File: src/hdl/audio_link_cfg.svh
`ifndef AUDIO_LINK_CFG_SVH
`define AUDIO_LINK_CFG_SVH

// ----------------------------------------
// Frame layout
// ----------------------------------------
`define ALK_FRAME_BITS 28
`define ALK_SMP_W 24
`define ALK_START_BIT 24
`define ALK_CTL_BIT 25
`define ALK_LR_BIT 26
`define ALK_PAR_BIT 27
`define ALK_LFSR_SEED 7'h5B

// ----------------------------------------
// Register offsets and reset values
// ----------------------------------------
`define ALK_DES_ERR_LO 8'h1A
`define ALK_DES_ERR_HI 8'h1B
`define ALK_DES_CTRL 8'h20
`define ALK_DES_STAT 8'h21
`define ALK_DES_CTRL_RST 5'h00
`define ALK_SER_CTRL 8'h00
`define ALK_SER_STAT 8'h01
`define ALK_SER_CTRL_RST 3'h0

// ----------------------------------------
// Timing
// ----------------------------------------
`define ALK_CLK_MHZ 100
`define ALK_LINK_HALF 4
`define ALK_BCK_HALF 4
`define ALK_LOCK_FRAMES 2
`define ALK_LINK_TO_CYC 64
`define ALK_PASS_LOW_NS 1000
`define ALK_PASS_LOW_CYC ((`ALK_PASS_LOW_NS * `ALK_CLK_MHZ + 999) / 1000)

`endif

File: src/hdl/audio_link_pkg.sv
package audio_link_pkg;

	typedef enum logic [1:0] {FMT_STD, FMT_LJ, FMT_RJ, FMT_TDM} fmt_t;

	typedef enum logic [1:0] {LK_HUNT, LK_CHECK, LK_LOCKED} lock_st_t;

	function automatic logic [6:0] lfsr_step(input logic [6:0] s);
		lfsr_step = {s[5:0], s[6] ^ s[5]};
	endfunction

endpackage

File: src/hdl/audio_link_if.sv
`timescale 1ns/1ps

interface audio_link_if;
	logic link_clk;
	logic link_data;
	logic link_sync;

	modport ser_end (output link_clk, output link_data, output link_sync);
	modport des_end (input link_clk, input link_data, input link_sync);
endinterface

File: src/hdl/audio_link_des.sv
`timescale 1ns/1ps
`include "audio_link_cfg.svh"

// Notes on behaviour
// - each frame carries 28 bits
// - frame payload scrambled, receiver descrambles it
// - bit clock covers rate times bits times channels
// - stereo word clock low left, high right
// - standard stereo: word clock leads MSB one bit
// - samples two's complement, MSB first
// - receiver truncates long, zero-fills short words
// - data changes falling edge, sampled rising
// - left-justified MSB aligned with word clock edge
// - right-justified LSB just before word clock edge
// - TDM carries 2, 4 or 8 channels
// - TDM frame 256 bit clocks, 8x32, 4x64 or 2x128
// - TDM word clock pulse one bit or slot
// - one parity bit per frame
// - parity errors counted at 0x1A and 0x1B
// - loss of lock clears both counters
// - pass pin pulses low on parity error
// - audio system clock between 10 and 50 MHz

module audio_link_des (
	// Clock and reset
	input wire logic clk_i,
	input wire logic sys_rst_i,
	// Link
	audio_link_if.des_end link,
	// Register port
	input wire logic [7:0] reg_addr_i,
	input wire logic [7:0] reg_wdata_i,
	input wire logic reg_we_i,
	input wire logic reg_re_i,
	output logic [7:0] reg_rdata_o,
	// Audio outputs
	output logic sck_o,
	output logic bck_o,
	output logic lrck_o,
	output logic dout_o,
	// Status pins
	output logic lock_o,
	output logic pass_o
);
	logic [1:0] lclk_s_q;
	logic [1:0] ldat_s_q;
	logic [1:0] lsyn_s_q;
	logic lclk_prev_q;
	logic rise;
	logic rx_bit;
	logic [4:0] rbit_q;
	logic [6:0] lfsr_q;
	logic [27:0] frame_q;
	logic done_q;
	logic bad;
	logic [6:0] idle_q;
	logic [1:0] good_q;
	audio_link_pkg::lock_st_t lk_q;
	logic [15:0] err_q;
	logic [7:0] pass_cnt_q;
	logic ctl_q;
	logic [2:0] ch_q;
	logic [2:0] ch_nx;
	logic [23:0] mem_q [0:7];
	logic [4:0] ctrl_q;
	audio_link_pkg::fmt_t fmt;
	logic [2:0] div_q;
	logic fall;
	logic [7:0] cnt_q;
	logic [7:0] nc;
	logic [7:0] last;
	logic [2:0] sh;
	logic [2:0] slot;
	logic [7:0] pos;
	logic [23:0] cur_q;
	logic [23:0] word;
	int k;
	int off;
	localparam logic [6:0] seed_c = `ALK_LFSR_SEED;

	assign fmt = audio_link_pkg::fmt_t'(ctrl_q[1:0]);

	// ----------------------------------------
	// Link input synchronisers
	// ----------------------------------------
	always_ff @(posedge clk_i) begin
		if (sys_rst_i) begin
			lclk_s_q <= 2'h0;
			ldat_s_q <= 2'h0;
			lsyn_s_q <= 2'h0;
			lclk_prev_q <= 1'b0;
		end else begin
			lclk_s_q <= {lclk_s_q[0], link.link_clk};
			ldat_s_q <= {ldat_s_q[0], link.link_data};
			lsyn_s_q <= {lsyn_s_q[0], link.link_sync};
			lclk_prev_q <= lclk_s_q[1];
		end
	end

	assign rise = lclk_s_q[1] && !lclk_prev_q;
	assign rx_bit = ldat_s_q[1] ^ (lsyn_s_q[1] ? seed_c[0] : lfsr_q[0]);
	assign bad = (rise && (lsyn_s_q[1] != (rbit_q == 5'(`ALK_FRAME_BITS))))
		|| (idle_q == 7'(`ALK_LINK_TO_CYC));

	// ----------------------------------------
	// Frame receiver
	// ----------------------------------------
	// gather 28 bits per frame
	always_ff @(posedge clk_i) begin
		if (sys_rst_i) begin
			rbit_q <= 5'h00;
			lfsr_q <= `ALK_LFSR_SEED;
			frame_q <= 28'h0000000;
			done_q <= 1'b0;
		end else begin
			done_q <= rise && !lsyn_s_q[1] && rbit_q == 5'(`ALK_FRAME_BITS - 1);
			if (rise && lsyn_s_q[1]) begin
				frame_q[0] <= rx_bit;
				rbit_q <= 5'h01;
				lfsr_q <= audio_link_pkg::lfsr_step(`ALK_LFSR_SEED);
			end else if (rise && rbit_q < 5'(`ALK_FRAME_BITS)) begin
				frame_q[rbit_q] <= rx_bit;
				rbit_q <= rbit_q + 5'h01;
				lfsr_q <= audio_link_pkg::lfsr_step(lfsr_q);
			end
		end
	end

	// ----------------------------------------
	// Lock tracking
	// ----------------------------------------
	always_ff @(posedge clk_i) begin
		if (sys_rst_i || rise) begin
			idle_q <= 7'h00;
		end else if (idle_q != 7'(`ALK_LINK_TO_CYC)) begin
			idle_q <= idle_q + 7'h01;
		end
	end

	always_ff @(posedge clk_i) begin
		if (sys_rst_i) begin
			lk_q <= audio_link_pkg::LK_HUNT;
			good_q <= 2'h0;
		end else begin
			case (lk_q)
				audio_link_pkg::LK_HUNT: begin
					good_q <= 2'h0;
					if (rise && lsyn_s_q[1]) begin
						lk_q <= audio_link_pkg::LK_CHECK;
					end
				end
				audio_link_pkg::LK_CHECK: begin
					if (bad) begin
						lk_q <= audio_link_pkg::LK_HUNT;
					end else if (rise && lsyn_s_q[1]) begin
						good_q <= good_q + 2'h1;
						if (good_q == 2'(`ALK_LOCK_FRAMES - 1)) begin
							lk_q <= audio_link_pkg::LK_LOCKED;
						end
					end
				end
				audio_link_pkg::LK_LOCKED: begin
					if (bad) begin
						lk_q <= audio_link_pkg::LK_HUNT;
					end
				end
				default: begin
					lk_q <= audio_link_pkg::LK_HUNT;
				end
			endcase
		end
	end

	always_ff @(posedge clk_i) begin
		if (sys_rst_i) begin
			lock_o <= 1'b0;
		end else begin
			lock_o <= (lk_q == audio_link_pkg::LK_LOCKED);
		end
	end

	// ----------------------------------------
	// Parity check and error counting
	// ----------------------------------------
	always_ff @(posedge clk_i) begin
		if (sys_rst_i || lk_q != audio_link_pkg::LK_LOCKED) begin
			err_q <= 16'h0000;
		end else if (done_q && ^frame_q && err_q != 16'hFFFF) begin
			err_q <= err_q + 16'h0001;
		end
	end

	// pass pin low for a fixed time
	always_ff @(posedge clk_i) begin
		if (sys_rst_i) begin
			pass_cnt_q <= 8'h00;
			pass_o <= 1'b1;
		end else if (done_q && ^frame_q && lk_q == audio_link_pkg::LK_LOCKED) begin
			pass_cnt_q <= 8'(`ALK_PASS_LOW_CYC - 1);
			pass_o <= 1'b0;
		end else if (pass_cnt_q != 8'h00) begin
			pass_cnt_q <= pass_cnt_q - 8'h01;
		end else begin
			pass_o <= 1'b1;
		end
	end

	// ----------------------------------------
	// Sample store
	// ----------------------------------------
	// TDM channels ascend from the start flag; stereo takes the channel from the lr bit
	always_comb begin
		if (fmt != audio_link_pkg::FMT_TDM) begin
			ch_nx = {2'h0, frame_q[`ALK_LR_BIT]};
		end else if (frame_q[`ALK_START_BIT]) begin
			ch_nx = 3'h0;
		end else begin
			ch_nx = (ch_q == 3'h7) ? 3'h7 : ch_q + 3'h1;
		end
	end

	// Frames with bad parity are dropped, not played
	always_ff @(posedge clk_i) begin
		if (sys_rst_i) begin
			ch_q <= 3'h0;
			ctl_q <= 1'b0;
		end else if (done_q && !(^frame_q) && lk_q == audio_link_pkg::LK_LOCKED) begin
			ch_q <= ch_nx;
			ctl_q <= frame_q[`ALK_CTL_BIT];
		end
	end

	always_ff @(posedge clk_i) begin
		if (done_q && !(^frame_q) && lk_q == audio_link_pkg::LK_LOCKED) begin
			mem_q[ch_nx] <= frame_q[23:0];
		end
	end

	// ----------------------------------------
	// Registers
	// ----------------------------------------
	always_ff @(posedge clk_i) begin
		if (sys_rst_i) begin
			ctrl_q <= `ALK_DES_CTRL_RST;
		end else if (reg_we_i && reg_addr_i == `ALK_DES_CTRL) begin
			ctrl_q <= reg_wdata_i[4:0];
		end
	end

	always_ff @(posedge clk_i) begin
		if (sys_rst_i || !reg_re_i) begin
			reg_rdata_o <= 8'h00;
		end else begin
			case (reg_addr_i)
				`ALK_DES_ERR_LO: reg_rdata_o <= err_q[7:0];
				`ALK_DES_ERR_HI: reg_rdata_o <= err_q[15:8];
				`ALK_DES_CTRL: reg_rdata_o <= {3'h0, ctrl_q};
				`ALK_DES_STAT: reg_rdata_o <= {6'h00, ctl_q, lock_o};
				default: reg_rdata_o <= 8'h00;
			endcase
		end
	end

	// ----------------------------------------
	// Audio output engine
	// ----------------------------------------
	// system clock is half of 100 MHz
	always_ff @(posedge clk_i) begin
		if (sys_rst_i) begin
			sck_o <= 1'b0;
		end else begin
			sck_o <= ~sck_o;
		end
	end

	// fixed slot widths hold 24-bit words
	always_ff @(posedge clk_i) begin
		if (sys_rst_i || div_q == 3'(`ALK_BCK_HALF - 1)) begin
			div_q <= 3'h0;
		end else begin
			div_q <= div_q + 3'h1;
		end
	end

	assign fall = (div_q == 3'(`ALK_BCK_HALF - 1)) && bck_o;

	always_comb begin
		sh = 3'h5;
		last = 8'h3F;
		if (fmt == audio_link_pkg::FMT_TDM) begin
			last = 8'hFF;
			case (ctrl_q[3:2])
				2'h0: sh = 3'h7;
				2'h1: sh = 3'h6;
				default: sh = 3'h5;
			endcase
		end
		nc = (cnt_q == last) ? 8'h00 : cnt_q + 8'h01;
		slot = 3'(nc >> sh);
		pos = nc - 8'(8'(slot) << sh);
		word = (pos == 8'h00) ? mem_q[slot] : cur_q;
		off = (1 << sh) - `ALK_SMP_W;
		case (fmt)
			// MSB one bit after the word clock
			audio_link_pkg::FMT_STD: k = int'(pos) - 1;
			// LSB in the last bit of the slot
			audio_link_pkg::FMT_RJ: k = int'(pos) - off;
			default: k = int'(pos);
		endcase
	end

	always_ff @(posedge clk_i) begin
		if (sys_rst_i) begin
			bck_o <= 1'b0;
			cnt_q <= 8'hFF;
			cur_q <= 24'h000000;
			lrck_o <= 1'b0;
			dout_o <= 1'b0;
		end else if (div_q == 3'(`ALK_BCK_HALF - 1)) begin
			bck_o <= ~bck_o;
			if (fall) begin
				cnt_q <= nc;
				cur_q <= word;
				dout_o <= (k >= 0 && k < `ALK_SMP_W) ? word[5'(`ALK_SMP_W - 1 - k)] : 1'b0;
				if (fmt == audio_link_pkg::FMT_TDM) begin
					// pulse one bit or one slot wide
					lrck_o <= ctrl_q[4] ? (slot == 3'h0) : (nc == 8'h00);
				end else begin
					lrck_o <= slot[0];
				end
			end
		end
	end

endmodule

File: src/flat_wrapper.sv
// flat-port wrapper written by rule: the top's interface ports become plain ports
module audio_link_des_flat 
  (clk_i, sys_rst_i, reg_addr_i, reg_wdata_i, reg_we_i, reg_re_i, reg_rdata_o, sck_o, bck_o, lrck_o, dout_o, lock_o, pass_o, link_link_clk, link_link_data, link_link_sync);
  audio_link_if link_i ();
  input wire logic clk_i;
  input wire logic sys_rst_i;
  input wire logic [7:0] reg_addr_i;
  input wire logic [7:0] reg_wdata_i;
  input wire logic reg_we_i;
  input wire logic reg_re_i;
  output logic [7:0] reg_rdata_o;
  output logic sck_o;
  output logic bck_o;
  output logic lrck_o;
  output logic dout_o;
  output logic lock_o;
  output logic pass_o;
  input wire logic [$bits(link_i.link_clk)-1:0] link_link_clk;
  input wire logic [$bits(link_i.link_data)-1:0] link_link_data;
  input wire logic [$bits(link_i.link_sync)-1:0] link_link_sync;
  assign link_i.link_clk = link_link_clk;
  assign link_i.link_data = link_link_data;
  assign link_i.link_sync = link_link_sync;
  audio_link_des u_core (.clk_i(clk_i), .sys_rst_i(sys_rst_i), .link(link_i), .reg_addr_i(reg_addr_i), .reg_wdata_i(reg_wdata_i), .reg_we_i(reg_we_i), .reg_re_i(reg_re_i), .reg_rdata_o(reg_rdata_o), .sck_o(sck_o), .bck_o(bck_o), .lrck_o(lrck_o), .dout_o(dout_o), .lock_o(lock_o), .pass_o(pass_o));
endmodule
File: config.mk
export PLATFORM = sky130hd
export DESIGN_NAME = audio_link_des_flat
export DESIGN_NICKNAME = d
export VERILOG_FILES = /design/src/hdl/audio_link_pkg.sv /design/src/hdl/audio_link_if.sv /design/src/hdl/audio_link_des.sv /design/src/flat_wrapper.sv
export VERILOG_INCLUDE_DIRS = /design/src /design/src/hdl
export SDC_FILE = /design/constraint.sdc
export NUM_CORES = 1
export LEC_CHECK = 0
export ABC_AREA = 0
export BUFFER_PORTS_ARGS = -buffer_cell sky130_fd_sc_hd__buf_2
export CAP_MARGIN = 20
export CORE_MARGIN = 3
export CORE_UTILIZATION = 65
export DETAILED_ROUTE_END_ITERATION = 8
export GPL_ROUTABILITY_DRIVEN = 1
export MAX_ROUTING_LAYER = met4
export PLACE_DENSITY = 0.82
export SYNTH_ARGS = -nofsm -noshare
export SYNTH_HDL_FRONTEND = slang
export SYNTH_SLANG_ARGS = --single-unit
File: constraint.sdc
create_clock -name clk_i -period 12.3 [get_ports clk_i]
set_input_delay 0.615 -clock clk_i [delete_from_list [all_inputs] [get_ports clk_i]]
set_output_delay 0.615 -clock clk_i [all_outputs]
set_load 0.02 [all_outputs]
==> parameters.txt <==
Parameter                              Value

Setup path
  R2R Setup Slk    6000 ps
  Launching element type of the critical path    flop
  Highest net fanout along the worst path    16
  Max incr delay on CP    800 ps
  Arrival time at the worst endpoint    6730 ps
  Crit path buf inv count    1
  Crit Path Category    flop to flop
  Top delay family on crit path    compound AO/OA/AOI/OAI gates
  Required time worst endpoint    12,730 ps
  Cell mode on critical path    ha_1
  Critical Path, Cell by Cell    nand4_1 > a211o_1 > nand2_1 > ha_1 > or3b_1 > a2111oi_2 > a211oi_2 > xnor2_1 > inv_2 > ha_1 > ha_1 > o21a_1 > nor2_1 > a31oi_1 > mux2_2 > o221a_1 > a2111oi_4 > nand4_1 > or4_1 > o211ai_2
  Element type at the critical path end    flop
  Critical path's slowest cell    dfxtp_1

Yosys
  Most frequent cell after synthesis    edfxtp_1
  Number of synthesized flops with an enable pin    192
  Number of warnings printed during yosys synthesis    0
  Biggest area consumer among synthesized cells    edfxtp_1
  Average cell area after synthesis    11.03 µm²
  Number of standard cells after synthesis    1,388
  Most frequently used flop master after synthesis    edfxtp_1
  Cell area after technology mapping    15,310 µm²
  Synth Register Bits    333
  Leading cell types by total area after synthesis    edfxtp_1 (38%), dfxtp_1 (18%), mux2i_1 (5.8%)
  Fraction of registers with async set/reset    0%
  Share of synthesized area occupied by flip-flops and latches    56.08%
  Top cell types by occurrence after synthesis    edfxtp_1 (192), nand2_1 (166), dfxtp_1 (141)
  Net count after synthesis    1,442
  Portion of synthesized cell area occupied by the leading cell type    37.65%
  Number of library cell types mapped by synthesis    86

Floorplanning
  Floorplan die height    159.5 µm
  Count of boundary I/O pins    37
  Initial core utilization    66.83%
  # rows    55
  Horiz. Die Dim    159.5 µm
  Die ar.    25,440 µm²
  Area of the core region    22,920 µm²

Cells and area
  Synth-to-layout area growth    9.682%
  Count of antenna diodes in the layout    0
  Final standard cell area without fillers    16,800 µm²
  Final standard cell utilization of the core    73.30%
  Count of nets after finishing    1,461
  Final cell count without fillers    1,745
  Share of final-layout standard cells stronger than drive strength 1    11.52%

Drt
  Starting DRT DRC Count    792
  Number of DRC violations after detailed routing    0
  Met3 wirelength from detailed routing    2718 µm
  First-pass iteration count of the detailed router    5
  Metal2 WL    16,720 µm
  Met1 WL    13,790 µm
  Max Used Layer    met4
  Number of routed nets with antenna violations    0
  Number of vias after detailed routing    10,740
  DR vias/cell    6.155
  Drt total wl    33,950 µm
  DR WL/cell    19.46 µm

STA
  Aggregate negative setup slack    0 ps
  Final Setup Violations    0
  Tightest slew margin relative to the limit    37.85%
  Transition time at the pin with the least slew margin    929.1 ps
  Final hold violation count    0
  Tmin final    6302 ps
  Fin crit share    51.24%
  Final-report max-slew violation count    0
  Unrepaired setup endpoints after global routing    no
  Maximum frequency from static timing analysis    158.7 MHz
  Clock Skew    18.47 ps

Clocking
  Worst-Skew Late Latency    510 ps
  Number of levels in the clock H-tree    2
  Post-CTS setup buffer count    0
  Clock slew at reported path FFs    60 ps
  TritonCTS clock tree    yes
  CTS Sinks    333
  Root buffer selected by CTS    clkbuf_16
  Bufs on Longest Clock Path    3
  Number of buffers inserted during clock tree synthesis    34
  Gates resized, CTS repair    0
  Number of buffers inserted by hold repair at cts    0

Power
  Internal power contribution    1.858 mW
  Switch share    23.26%
  Register share of total power    49.4%
  Share of power burned in combinational logic    9.7%
  Peak supply drop    0.0001323 V
  Power density cells    144.1 nW/µm²
  Post-layout power    2.421 mW
  Net switching component of the power    0.5631 mW
  Leakage power    5.908 nW
  Clock share of power    40.9%

Place
  HPWL after detailed placement    20,930 µm
  Final GP Congestion    0.9063
  # placed instances    1,681
  Number of input and output port buffers inserted    33
  Total cell area at the placement stage    15,710 µm²

Global route
  Number of global-route vias before repair    10,440
  Sum of overflow across all layers after global routing    0
  Wire length of the first global-routing pass    54,560 µm
  Number of antenna violations at the first check in global routing    0
  Total routing usage reported by global routing    27.12%
  Pin count of the biggest net entering global routing    78

Job
  Total of max-cap violations    0

Min path
  Path type of the worst min-delay path    primary input to flop

Status
  Run status    completed
logic make-up (layout without fill, tap and decap cells):
family          Yosys count  in the layout  share of synthesized area, %
simple gates            483            483                         14.73
mux                     118            118                         8.178
buf+inv                 100            144                         3.113
flops                   333            333                         56.08
fa+ha+maj                31             31                         2.582
compound gates          252            252                         11.32
xor+xnor                 69             69                         3.946
other cells               2              2                       0.04904
state kept, by name (all words and copies together), names as in the netlist, 2 cells and up:
| signal | cells |
|---|---|
| u_core.frame_q | 28 |
| u_core.cur_q | 24 |
| u_core.lfsr_q | 7 |
| u_core.err_q | 16 |
| u_core.div_q | 3 |
| u_core.lsyn_s_q | 2 |
| u_core.cnt_q | 8 |
| u_core.good_q | 2 |
| u_core.idle_q | 7 |
| u_core.rbit_q | 5 |
| u_core.pass_cnt_q | 8 |
| u_core.ldat_s_q | 2 |
| u_core.reg_rdata_o | 8 |
| u_core.lk_q | 2 |
| u_core.mem_q | 192 |
| u_core.ch_q | 3 |
| u_core.lclk_s_q | 2 |
| u_core.ctrl_q | 5 |
routing by layer:
| layer | vias up | track usage [%] |
|---|---|---|
| li1 | 5095 | - |
| met1 | 5150 | 35.48 |
| met2 | 431 | 44.07 |
| met3 | 64 | 4.448 |
| met4 | 0 | 7.959 |
| met5 | - | - |
final cells by class:
class	instances	area, µm²
Sequential cell	333	8588
Timing Repair Buffer	56	342.8
Inverter	27	101.3
Fill cell	1551	6118
Tap cell	313	391.6
Clock buffer	46	940.9
Clock inverter	15	126.4
Multi-Input combinational cell	955	6306
power by group through the flow:
stage	Clock [mW]	Combinational, mW	Sequential [mW]
floorplan	0	0.185	1.22
global placement	0	0.222	1.22
detailed placement	0	0.231	1.22
CTS	0.999	0.234	1.19
global route	1.05	0.262	1.20
finish	0.990	0.236	1.20
per-stage QoR:
step	hold slack [ps]	worst slack, ps
floorplan	397.7	7061
global placement	388.4	6189
detailed placement	391.2	6165
CTS	302.8	6120
global route	345.0	5660
finish	318.1	5998
path summary, 6_finish.rpt:
check | startpoint | to | cells after the start
worst max-delay path | u_core.ctrl_q[0] | u_core.dout_o | 20
worst min register to register | u_core.sck_o | u_core.sck_o | 1
worst max register to register | u_core.ctrl_q[0] | u_core.dout_o | 20
worst min-delay path | link_link_data | u_core.ldat_s_q[0] | 2
cells in the final DEF, fill, tap and decap left out, types with 11 or more instances in the layout:
master,Yosys,routed
o22ai_1,11,11
a211oi_1,13,13
nor3_1,19,19
dfxtp_1,141,141
a31oi_1,18,18
ha_1,30,30
inv_1,25,25
buf_4,4,21
nor2b_1,16,16
and3_1,15,15
mux2_2,17,17
a21oi_1,65,65
xor2_1,25,25
mux2i_1,88,88
nand2b_1,11,11
nand3_1,76,76
nor2_1,121,113
o21ai_0,45,45
clkbuf_16,0,35
nand2_1,166,166
edfxtp_1,192,192
xnor2_1,44,43
buf_2,12,33
Note: power is estimated with default switching activity, not from simulation.
